## src/inc/tfi_pkg.sv

```systemverilog
// Constants shared by the tape formatter host interface.
package tfi_pkg;
  // ==========================================================================
  // Port decoding
  // ==========================================================================
  localparam logic [5:0] TFI_BASE_PORT = 6'h28; // Upper six bits of port 8'hA0.
  localparam int TFI_BASE_LSB = 2;
  localparam int TFI_SEL_W = 2;
  // Load strobe slots (port low bits).
  localparam logic [2:0] TFI_LD_ADDR_LO = 3'h0;
  localparam logic [2:0] TFI_LD_ADDR_MID = 3'h1;
  localparam logic [2:0] TFI_LD_ICR = 3'h2;
  localparam logic [2:0] TFI_LD_ECR = 3'h3;
  // Read strobe slots (port low bits).
  localparam logic [2:0] TFI_RD_XPORT_STAT = 3'h0;
  localparam logic [2:0] TFI_RD_FMT_STAT = 3'h1;
  localparam logic [2:0] TFI_RD_ADDR_LO = 3'h2;
  localparam logic [2:0] TFI_RD_ADDR_MID = 3'h3;
  // Second decoder bank for formatter command load.
  localparam logic [2:0] TFI_LD_CMD = 3'h0;
  // ==========================================================================
  // Field positions
  // ==========================================================================
  localparam int TFI_ICR_RUN_BIT = 3;
  localparam int TFI_ICR_IRQEN_BIT = 0;
  localparam int TFI_ECR_WRSEL_BIT = 0;
  localparam int TFI_ECR_FMARK_BIT = 1;
  localparam int TFI_ECR_ERASE_BIT = 2;
  localparam int TFI_FS_LOST_BIT = 0;
  localparam int TFI_FS_EOT_BIT = 1;
  localparam int TFI_FS_HERR_BIT = 2;
  localparam int TFI_FS_FMK_BIT = 3;
  localparam int TFI_FS_IRQ_BIT = 4;
  // ==========================================================================
  // Reset values
  // ==========================================================================
  localparam logic [7:0] TFI_BYTE_RST = 8'h00;
endpackage

```

## src/verilog/tfi_host_interface.sv

```systemverilog
// Host bus and formatter data path with request, lost data and event latches.
`timescale 1ns/1ps
`default_nettype none
// Functional notes
// RULE_01: Six address bits compared to base, two one-of-eight decoders make strobes.
// RULE_02: Base port is fixed by wiring, not configurable.
// RULE_03: Host read drives selected status or address register onto input bus.
// RULE_04: DMA fetch captures input bus byte into output register at strobe end.
// RULE_05: Optional partition mode gates middle address byte under address gate.
// RULE_06: Address and internal control load true; external and command load inverted.
// RULE_07: Input data register drives output bus only while DMA write enable is high.
// RULE_08: Input data loads at DMA cycle end, or on read strobe with no DMA.
// RULE_09: Optional partition mode gates upper address byte onto output bus.
// RULE_10: Read mode captures formatter data at read strobe trailing edge.
// RULE_11: Read strobe end raises request unless file mark or erase commanded.
// RULE_12: Bus sync clears request once DMA cycle is in progress.
// RULE_13: Write mode raises request at end of write data initiate.
// RULE_14: Formatter acks each byte; ack end raises next request.
// RULE_15: Transfer done blocks requests and asserts final byte flag; the code does both in write mode only.
// RULE_16: With enable set, interrupt only on tape deceleration after motion.
// RULE_17: Reading formatter status clears pending interrupt.
// RULE_18: Read mode sets lost data on strobe while request still set.
// RULE_19: Write mode sets lost data on ack while DMA cycle in progress.
// RULE_20: Any formatter command clears lost data.
// RULE_21: End of tape, hard error, file mark latched; new command clears them.
// RULE_22: Internal control bit three drives formatter enable and gates loads.
// RULE_23: Final byte flag marks next strobed byte as last of record.
// RULE_24: Interrupt request is held level until clearing status read.
module tfi_host_interface
  import tfi_pkg::*;
(
  // Clock and reset.
  input wire logic i_sys_clk,
  input wire logic i_rst,
  // Programmed I/O from the host.
  input wire logic [7:0] i_port_addr,
  input wire logic i_io_wr,
  input wire logic i_io_rd,
  input wire logic [7:0] i_host_write_bus,
  output logic [7:0] o_host_read_bus,
  output logic o_host_read_oe,
  // DMA sequencer signals.
  input wire logic i_dma_in_progress,
  input wire logic i_dma_data_in_strobe,
  input wire logic i_bus_sync,
  input wire logic i_dma_cycle_end,
  input wire logic i_dma_out_drive_enable,
  input wire logic i_address_byte_gate,
  input wire logic i_partition_enable,
  input wire logic i_transfer_done_flag,
  input wire logic [7:0] i_addr_lo,
  input wire logic [7:0] i_addr_mid,
  input wire logic [7:0] i_addr_hi,
  input wire logic [7:0] i_host_write_bus_in,
  output logic [7:0] o_host_write_bus,
  output logic o_host_write_bus_oe,
  output logic o_dma_service_request,
  // DMA address register loads.
  output logic [7:0] o_addr_lo_load,
  output logic [7:0] o_addr_mid_load,
  output logic o_addr_lo_we,
  output logic o_addr_mid_we,
  // Formatter pins.
  input wire logic [7:0] i_read_data,
  input wire logic i_read_char_strobe_in,
  input wire logic i_write_char_ack_strobe,
  input wire logic i_write_data_initiate,
  input wire logic i_data_busy,
  input wire logic i_end_of_tape,
  input wire logic i_hard_error,
  input wire logic i_file_mark,
  input wire logic [7:0] i_transport_status,
  output logic [7:0] o_write_data,
  output logic [7:0] o_ext_control,
  output logic [7:0] o_fmt_command,
  output logic o_fmt_command_strobe,
  output logic o_formatter_enable_out,
  output logic o_final_byte_flag,
  output logic o_irq
);
  // ==========================================================================
  // State
  // ==========================================================================
  typedef struct packed {
    logic [1:0] read_char_strobe_in_sync;
    logic [1:0] write_char_ack_strobe_sync;
    logic [1:0] go_sync;
    logic [1:0] busy_sync;
    logic [1:0] eot_sync;
    logic [1:0] herr_sync;
    logic [1:0] fmk_sync;
    logic [7:0] rdat_s1;
    logic [7:0] rdat_s2;
    logic read_char_strobe_in_d;
    logic write_char_ack_strobe_d;
    logic go_d;
    logic busy_d;
    logic motion;
    logic pdbin_d;
    logic [7:0] in_data;
    logic [7:0] out_data;
    logic [7:0] icr;
    logic [7:0] ecr;
    logic [7:0] cmd;
    logic cmd_strobe;
    logic dma_service_request;
    logic lost;
    logic eot;
    logic herr;
    logic fmk;
    logic irq;
    logic [7:0] rd_bus;
    logic rd_oe;
  } tfi_state_t;

  tfi_state_t st;
  tfi_state_t next_st;
  logic [7:0] load_a;
  logic [7:0] load_b;
  logic [7:0] read_a;
  logic read_char_strobe_in_fall;
  logic write_char_ack_strobe_fall;
  logic go_fall;
  logic busy_fall;
  logic run;
  logic new_cmd;
  logic fs_read;
  logic [7:0] fmt_status;

  // ==========================================================================
  // Port decoding
  // ==========================================================================
  // Base compare and the load and read strobe banks. [RULE_01] [RULE_02]
  tfi_port_decode u_decode (
    .i_port_addr(i_port_addr),
    .i_io_wr(i_io_wr),
    .i_io_rd(i_io_rd),
    .o_load_a(load_a),
    .o_load_b(load_b),
    .o_read_a(read_a)
  );

  // Edge detects read only the second synchroniser stage.
  always_comb begin
    read_char_strobe_in_fall = st.read_char_strobe_in_d & ~st.read_char_strobe_in_sync[1];
    write_char_ack_strobe_fall = st.write_char_ack_strobe_d & ~st.write_char_ack_strobe_sync[1];
    go_fall = st.go_d & ~st.go_sync[1];
    busy_fall = st.busy_d & ~st.busy_sync[1];
    run = st.icr[TFI_ICR_RUN_BIT];
    new_cmd = load_b[TFI_LD_CMD] & run;
    fs_read = read_a[TFI_RD_FMT_STAT];
    fmt_status = TFI_BYTE_RST;
    fmt_status[TFI_FS_LOST_BIT] = st.lost;
    fmt_status[TFI_FS_EOT_BIT] = st.eot;
    fmt_status[TFI_FS_HERR_BIT] = st.herr;
    fmt_status[TFI_FS_FMK_BIT] = st.fmk;
    fmt_status[TFI_FS_IRQ_BIT] = st.irq;
  end

  // ==========================================================================
  // Next-state logic
  // ==========================================================================
  always_comb begin
    next_st = st;
    // Two-flop synchronisers for every formatter input except transport status.
    next_st.read_char_strobe_in_sync = {st.read_char_strobe_in_sync[0], i_read_char_strobe_in};
    next_st.write_char_ack_strobe_sync = {st.write_char_ack_strobe_sync[0], i_write_char_ack_strobe};
    next_st.go_sync = {st.go_sync[0], i_write_data_initiate};
    next_st.busy_sync = {st.busy_sync[0], i_data_busy};
    next_st.eot_sync = {st.eot_sync[0], i_end_of_tape};
    next_st.herr_sync = {st.herr_sync[0], i_hard_error};
    next_st.fmk_sync = {st.fmk_sync[0], i_file_mark};
    next_st.rdat_s1 = i_read_data;
    next_st.rdat_s2 = st.rdat_s1;
    next_st.read_char_strobe_in_d = st.read_char_strobe_in_sync[1];
    next_st.write_char_ack_strobe_d = st.write_char_ack_strobe_sync[1];
    next_st.go_d = st.go_sync[1];
    next_st.busy_d = st.busy_sync[1];
    next_st.pdbin_d = i_dma_data_in_strobe;
    next_st.cmd_strobe = 1'b0;

    // Host register loads: true data to control, inverted to ext and command. [RULE_06]
    if (load_a[TFI_LD_ICR]) begin
      next_st.icr = i_host_write_bus;
    end
    if (load_a[TFI_LD_ECR] && run) begin // [RULE_22]
      next_st.ecr = ~i_host_write_bus; // [RULE_06]
    end
    if (new_cmd) begin
      next_st.cmd = ~i_host_write_bus; // [RULE_06]
      next_st.cmd_strobe = 1'b1;
    end

    // DMA fetch byte captured at data-in strobe trailing edge. [RULE_04]
    if (st.pdbin_d && !i_dma_data_in_strobe) begin
      next_st.out_data = i_host_write_bus_in;
    end

    // Input data register load sources. [RULE_08]
    if (i_dma_cycle_end) begin
      next_st.in_data = st.rdat_s2;
    end else if (read_char_strobe_in_fall && !i_dma_in_progress && !st.ecr[TFI_ECR_WRSEL_BIT]) begin
      next_st.in_data = st.rdat_s2; // [RULE_10]
    end

    // Data request: bus sync clears; set terms win over the clear. [RULE_12]
    if (i_dma_in_progress && i_bus_sync) begin
      next_st.dma_service_request = 1'b0;
    end
    if (!st.ecr[TFI_ECR_WRSEL_BIT]) begin
      if (read_char_strobe_in_fall && !st.ecr[TFI_ECR_FMARK_BIT] && !st.ecr[TFI_ECR_ERASE_BIT]) begin
        next_st.dma_service_request = 1'b1; // [RULE_11]
      end
    end else if (!i_transfer_done_flag && (go_fall || write_char_ack_strobe_fall)) begin
      next_st.dma_service_request = 1'b1; // [RULE_13] [RULE_14] [RULE_15]
    end

    // Lost data: cleared by a command, set wins in the same cycle. [RULE_20]
    if (new_cmd) begin
      next_st.lost = 1'b0;
      next_st.eot = 1'b0; // [RULE_21]
      next_st.herr = 1'b0;
      next_st.fmk = 1'b0;
      next_st.motion = 1'b1;
    end
    if (!st.ecr[TFI_ECR_WRSEL_BIT] && read_char_strobe_in_fall && st.dma_service_request) begin
      next_st.lost = 1'b1; // [RULE_18]
    end
    if (st.ecr[TFI_ECR_WRSEL_BIT] && write_char_ack_strobe_fall && i_dma_in_progress) begin
      next_st.lost = 1'b1; // [RULE_19]
    end

    // Formatter event latches. [RULE_21]
    if (st.eot_sync[1]) begin
      next_st.eot = 1'b1;
    end
    if (st.herr_sync[1]) begin
      next_st.herr = 1'b1;
    end
    if (st.fmk_sync[1]) begin
      next_st.fmk = 1'b1;
    end

    // Interrupt held until status read; deceleration set wins. [RULE_17] [RULE_24]
    if (fs_read) begin
      next_st.irq = 1'b0;
    end
    if (busy_fall && st.motion) begin
      next_st.motion = 1'b0;
      if (st.icr[TFI_ICR_IRQEN_BIT]) begin
        next_st.irq = 1'b1; // [RULE_16]
      end
    end

    // Host read path, including optional middle address byte. [RULE_03] [RULE_05]
    next_st.rd_oe = |read_a || (i_partition_enable && i_address_byte_gate);
    if (i_partition_enable && i_address_byte_gate) begin
      next_st.rd_bus = i_addr_mid;
    end else if (read_a[TFI_RD_XPORT_STAT]) begin
      next_st.rd_bus = i_transport_status;
    end else if (fs_read) begin
      next_st.rd_bus = fmt_status;
    end else if (read_a[TFI_RD_ADDR_LO]) begin
      next_st.rd_bus = i_addr_lo;
    end else if (read_a[TFI_RD_ADDR_MID]) begin
      next_st.rd_bus = i_addr_mid;
    end else begin
      next_st.rd_bus = TFI_BYTE_RST;
    end
  end

  // ==========================================================================
  // State register
  // ==========================================================================
  always_ff @(posedge i_sys_clk) begin
    if (i_rst) begin
      st <= '0;
    end else begin
      st <= next_st;
    end
  end

  // ==========================================================================
  // Outputs
  // ==========================================================================
  // Address register loads pass through non-inverted.
  always_comb begin
    o_addr_lo_load = i_host_write_bus; // [RULE_06]
    o_addr_mid_load = i_host_write_bus;
    o_addr_lo_we = load_a[TFI_LD_ADDR_LO];
    o_addr_mid_we = load_a[TFI_LD_ADDR_MID];
  end

  // Output bus carries input data under write enable, or the upper address byte.
  always_comb begin
    if (i_partition_enable && i_address_byte_gate) begin
      o_host_write_bus = i_addr_hi; // [RULE_09]
    end else begin
      o_host_write_bus = st.in_data;
    end
    o_host_write_bus_oe = i_dma_out_drive_enable
      | (i_partition_enable & i_address_byte_gate); // [RULE_07]
  end

  // Registered outputs, except the final byte flag, which gates the live transfer done input.
  assign o_host_read_bus = st.rd_bus;
  assign o_host_read_oe = st.rd_oe;
  assign o_write_data = st.out_data;
  assign o_ext_control = st.ecr;
  assign o_fmt_command = st.cmd;
  assign o_fmt_command_strobe = st.cmd_strobe;
  assign o_dma_service_request = st.dma_service_request;
  assign o_formatter_enable_out = run; // [RULE_22]
  assign o_final_byte_flag = i_transfer_done_flag & st.ecr[TFI_ECR_WRSEL_BIT]; // [RULE_15] [RULE_23]
  assign o_irq = st.irq;
endmodule
`default_nettype wire

```

## src/verilog/tfi_port_decode.sv

```systemverilog
// I/O port decoder: base compare and two one-of-eight strobe decoders.
`timescale 1ns/1ps
`default_nettype none
module tfi_port_decode
  import tfi_pkg::*;
(
  // Host address and cycle qualifiers.
  input wire logic [7:0] i_port_addr,
  input wire logic i_io_wr,
  input wire logic i_io_rd,
  // Decoded strobes.
  output logic [7:0] o_load_a,
  output logic [7:0] o_load_b,
  output logic [7:0] o_read_a
);
  logic hit;

  // Expand a three-bit slot into a one-hot strobe set.
  function automatic logic [7:0] one_of_eight(input logic [2:0] sel, input logic en);
    one_of_eight = en ? (8'h01 << sel) : 8'h00;
  endfunction

  // Six address bits compared against the wired base; two decoders follow. [RULE_01] [RULE_02]
  // The command bank shares the middle address port, so that write also issues a command.
  always_comb begin
    hit = (i_port_addr[7:TFI_BASE_LSB] == TFI_BASE_PORT);
    o_load_a = one_of_eight({1'b0, i_port_addr[1:0]}, hit & i_io_wr);
    o_load_b = one_of_eight(TFI_LD_CMD,
      hit & i_io_wr & (i_port_addr[1:0] == TFI_LD_ADDR_MID[1:0]));
    o_read_a = one_of_eight({1'b0, i_port_addr[1:0]}, hit & i_io_rd);
  end
endmodule
`default_nettype wire

```

## config.mk

```make
export PLATFORM = sky130hd
export DESIGN_NAME = tfi_host_interface
export DESIGN_NICKNAME = d
export VERILOG_FILES = /design/src/inc/tfi_pkg.sv /design/src/verilog/tfi_host_interface.sv /design/src/verilog/tfi_port_decode.sv
export SDC_FILE = /design/constraint.sdc
export NUM_CORES = 1
export LEC_CHECK = 0
export ABC_AREA = 1
export BUFFER_PORTS_ARGS = -buffer_cell sky130_fd_sc_hd__buf_2
export CORE_MARGIN = 4
export CORE_UTILIZATION = 45
export CTS_BUF_LIST = sky130_fd_sc_hd__clkbuf_4 sky130_fd_sc_hd__clkbuf_8
export CTS_CLUSTER_SIZE = 10
export DETAILED_ROUTE_END_ITERATION = 12
export GPL_TIMING_DRIVEN = 0
export PLACE_DENSITY = 0.75
export SLEW_MARGIN = 25
export SYNTH_ARGS = -nofsm -noshare
export SYNTH_HDL_FRONTEND = slang
export SYNTH_SLANG_ARGS = --single-unit
```

## constraint.sdc

```tcl
create_clock -name i_sys_clk -period 1.2 [get_ports i_sys_clk]
set_input_delay 0.24 -clock i_sys_clk [delete_from_list [all_inputs] [get_ports i_sys_clk]]
set_output_delay 0.24 -clock i_sys_clk [all_outputs]
set_load 0.02 [all_outputs]
```

==> impl_metrics.tcl <==
set metrics [dict create \
    yosys.area_share.adder_pct 0 \
    ys.flop_type "dfxtp_1" \
    fin_worst_skew_ns 0.0107 \
    min_period_ns 1.31 \
    hold_slack_ns 0.0859 \
    clockRootBuffer "clkbuf_8" \
    num_rows 32 \
    fin_ws_ns -0.113 \
    ios 148 \
    fillCellCount 655 \
    slew_headroom_pct 64.9 \
    yosysSeqAreaShare_pct 46.7 \
    cts_buffers 9 \
    cellPowerDensity_nw_per_um2 1140 \
    grt_pass1_wl_um 15200 \
    period_share_pct 109 \
    clockBufferDepth 2 \
    max_stage_delay_ns 0.33 \
    synth.distinct_cells 21 \
    worst_pin_slew_ns 0.526 \
    path_cells "mux2_4 -> buf_6" \
    rsz0062_at_grt "true" \
    drt_iter0_markers 151 \
    yosys-top-cells-count "nor2_1 (118), dfxtp_1 (86), nand2_1 (62)" \
    ant_nets 0 \
    grt_max_degree 15 \
    p_leak_nw 2.65 \
    critPathArrivalTime_ns 1.07 \
    synth_area_leaders "dfxtp_1 (47%), nor2_1 (12%), buf_4 (10%)" \
    maxSlewViolCount 0 \
    synth_edf_count 0 \
    synth_compound_area_share_pct 5.97 \
    grt_overflow 0 \
    violations "negative setup slack" \
    num_antenna_cells 0 \
    finalSetupViolCount 10 \
    crit_path_end_kind "primary output" \
    path_max_fanout 2 \
    critPathTopFamily "flip-flops" \
    wirelength_um 9830 \
    ctsHoldBuffers 0 \
    irDropWorstVdd_v 0.000653 \
    dp.final_hpwl_um 7060 \
    cap_violations 0 \
    place.gp.congestion 0.811 \
    syn_inst 492 \
    synth_fp_nets 575 \
    crit_required_ns 0.96 \
    utilization_pct 66.6 \
    cts_tree "built" \
    track_usage_pct 19.1 \
    path_clk_slew_ns 0.08 \
    hp-class "input port to register" \
    synthXorXnorAreaFrac_pct 0 \
    finalHoldViolCount 0 \
    drive_gt1_share_pct 44.3 \
    num-nets-final 741 \
    dr.pass1.iters 4 \
    fmax_mhz 762 \
    fp.dieW_um 98.5 \
    yosysMostFrequentCell "nor2_1" \
    antenna_found_initial 0 \
    vias_per_cell 4.63 \
    route.detailed.drc 0 \
    first_global_vias 3374 \
    die_h_um 98.5 \
    vias 3541 \
    htree_num_levels 3 \
    synth-seq-cells 86 \
    netlist_area_sq_um 3690 \
    crit_type "register to primary output" \
    die-area_sq_um 9700 \
    clk_latency_ns 0.35 \
    coreArea_sq_um 7850 \
    status "finished with violations" \
    syn_to_final_growth_pct 41.7 \
    synthMuxAreaShare_pct 2.44 \
    yosysWarnings 0 \
    cts_sinks 86 \
    yosys.area_share.simple_pct 26.4 \
    critPathLaunchType "register" \
    io_buffers 145 \
    start_util_pct 47.0 \
    synth_top_cell_by_area "dfxtp_1" \
    syn_avg_cell_area_sq_um 7.49 \
    wl_per_cell_um 12.9 \
    yosysTopAreaCellShare_pct 46.7 \
    crit_slowest_cell "dfxtp_2" \
    synth_top_family_by_area "simple AND/OR/NAND/NOR gates" \
    synthArstFlopShare_pct 0 \
    critPathBufInv 1 \
]
-- cell usage in the layout (no fill, tap or decap), types with 2 or more instances in the layout --
master / n
buf_6: 33
dfxtp_1: 61
nor2_4: 5
buf_8: 2
nand4_1: 29
nor2_1: 108
nor2_2: 9
mux2_4: 8
dfxtp_2: 24
inv_2: 2
buf_4: 63
clkinv_4: 2
clkbuf_2: 3
clkbuf_8: 11
buf_2: 112
nand2_2: 8
inv_1: 55
o21ai_1: 8
nand2_1: 53
nand3_1: 10
a21oi_1: 10
clkbuf_1: 8
o21ai_0: 26
nand2_4: 3
nor3_2: 2
-- stage by stage --
stage          instances  setup slack, ns  cell area, sq um  power, mW  setup TNS, ns
2_1_floorplan        492           -0.126              3710       3.48         -0.571
3_3_place_gp         739           -0.433              4570       3.77          -9.98
3_5_place_dp         739           -0.450              4570       3.79         -12.05
4_1_cts              760           -0.129              4990       5.92          -1.00
5_1_grt              765           -0.144              5220       6.16          -1.47
6_report             765           -0.113              5220       5.94         -0.938
-- timing repair --
action | 4_1_cts | 5_1_grt
buffers inserted | 5 | 3
gates cloned | 0 | 2
resized for setup | 59 | 80
setup endpoints to repair | 34 | 58
pin swaps | 3 | 6
-- where the power goes --
| group | switching, mW | internal (mW) |
|---|---|---|
| clock | 1.00 | 1.11 |
| combinational | 0.453 | 0.383 |
| sequential | 0.0392 | 2.95 |
-- final timing paths --
| path | startpoint | endpoint | slack (ns) | cells past startpoint |
|---|---|---|---|---|
| setup reg to reg | next_st[61] | st[55] | 0.02 | 8 |
| hold / removal | i_write_char_ack_strobe | next_st[89] | 0.09 | 3 |
| setup / recovery | st[49] | o_host_write_bus[1] | -0.11 | 2 |
| hold reg to reg | next_st[89] | next_st[60] | 0.40 | 2 |
-- state kept, by name, summed over array words and instances (netlist names), 4 cells and up --
| register | cells |
|---|---|
| o_fmt_command | 8 |
| o_host_read_bus | 8 |
| o_write_data | 8 |
| next_st | 19 |
| o_ext_control | 8 |
| fmt_status | 4 |
| st | 26 |
-- kinds of logic (layout without fill, tap and decap cells) --
| family | after synthesis | count (layout) |
|---|---|---|
| flip-flops | 86 | 86 |
| AO/OA/AOI/OAI | 44 | 44 |
| multiplexers | 8 | 8 |
| buffers and inverters | 127 | 297 |
| AND/OR/NAND/NOR | 227 | 228 |
-- per-layer routing --
layer	global-route usage (%)	up-vias	part of all wire, %
li1	-	1814	-
met5	0	-	0
met3	3.75	17	6.5
met1	21.6	1596	39
met2	34.8	114	53
met4	8.09	0	1.9
-- area by class of cell --
cell class	instances	area [sq um]	area share [%]
sequential	86	1760	33.6
timing repair buffer	154	988	18.9
clock inverter	4	55.1	1.05
tap	102	128	2.44
inverter	59	234	4.48
multi-input combinational	280	1410	27.0
buffer	68	495	9.49
clock buffer	12	159	3.04
-- worst register-to-register path: stages (launching register included) --
cell     delay, ns
dfxtp_1       0.30
inv_1         0.07
nand2_1       0.06
nor2_2        0.15
nand2_2       0.13
nand2_4       0.13
inv_6         0.06
nor2_2        0.10
nor2_1        0.06
Power figures use the tool's default switching activity.
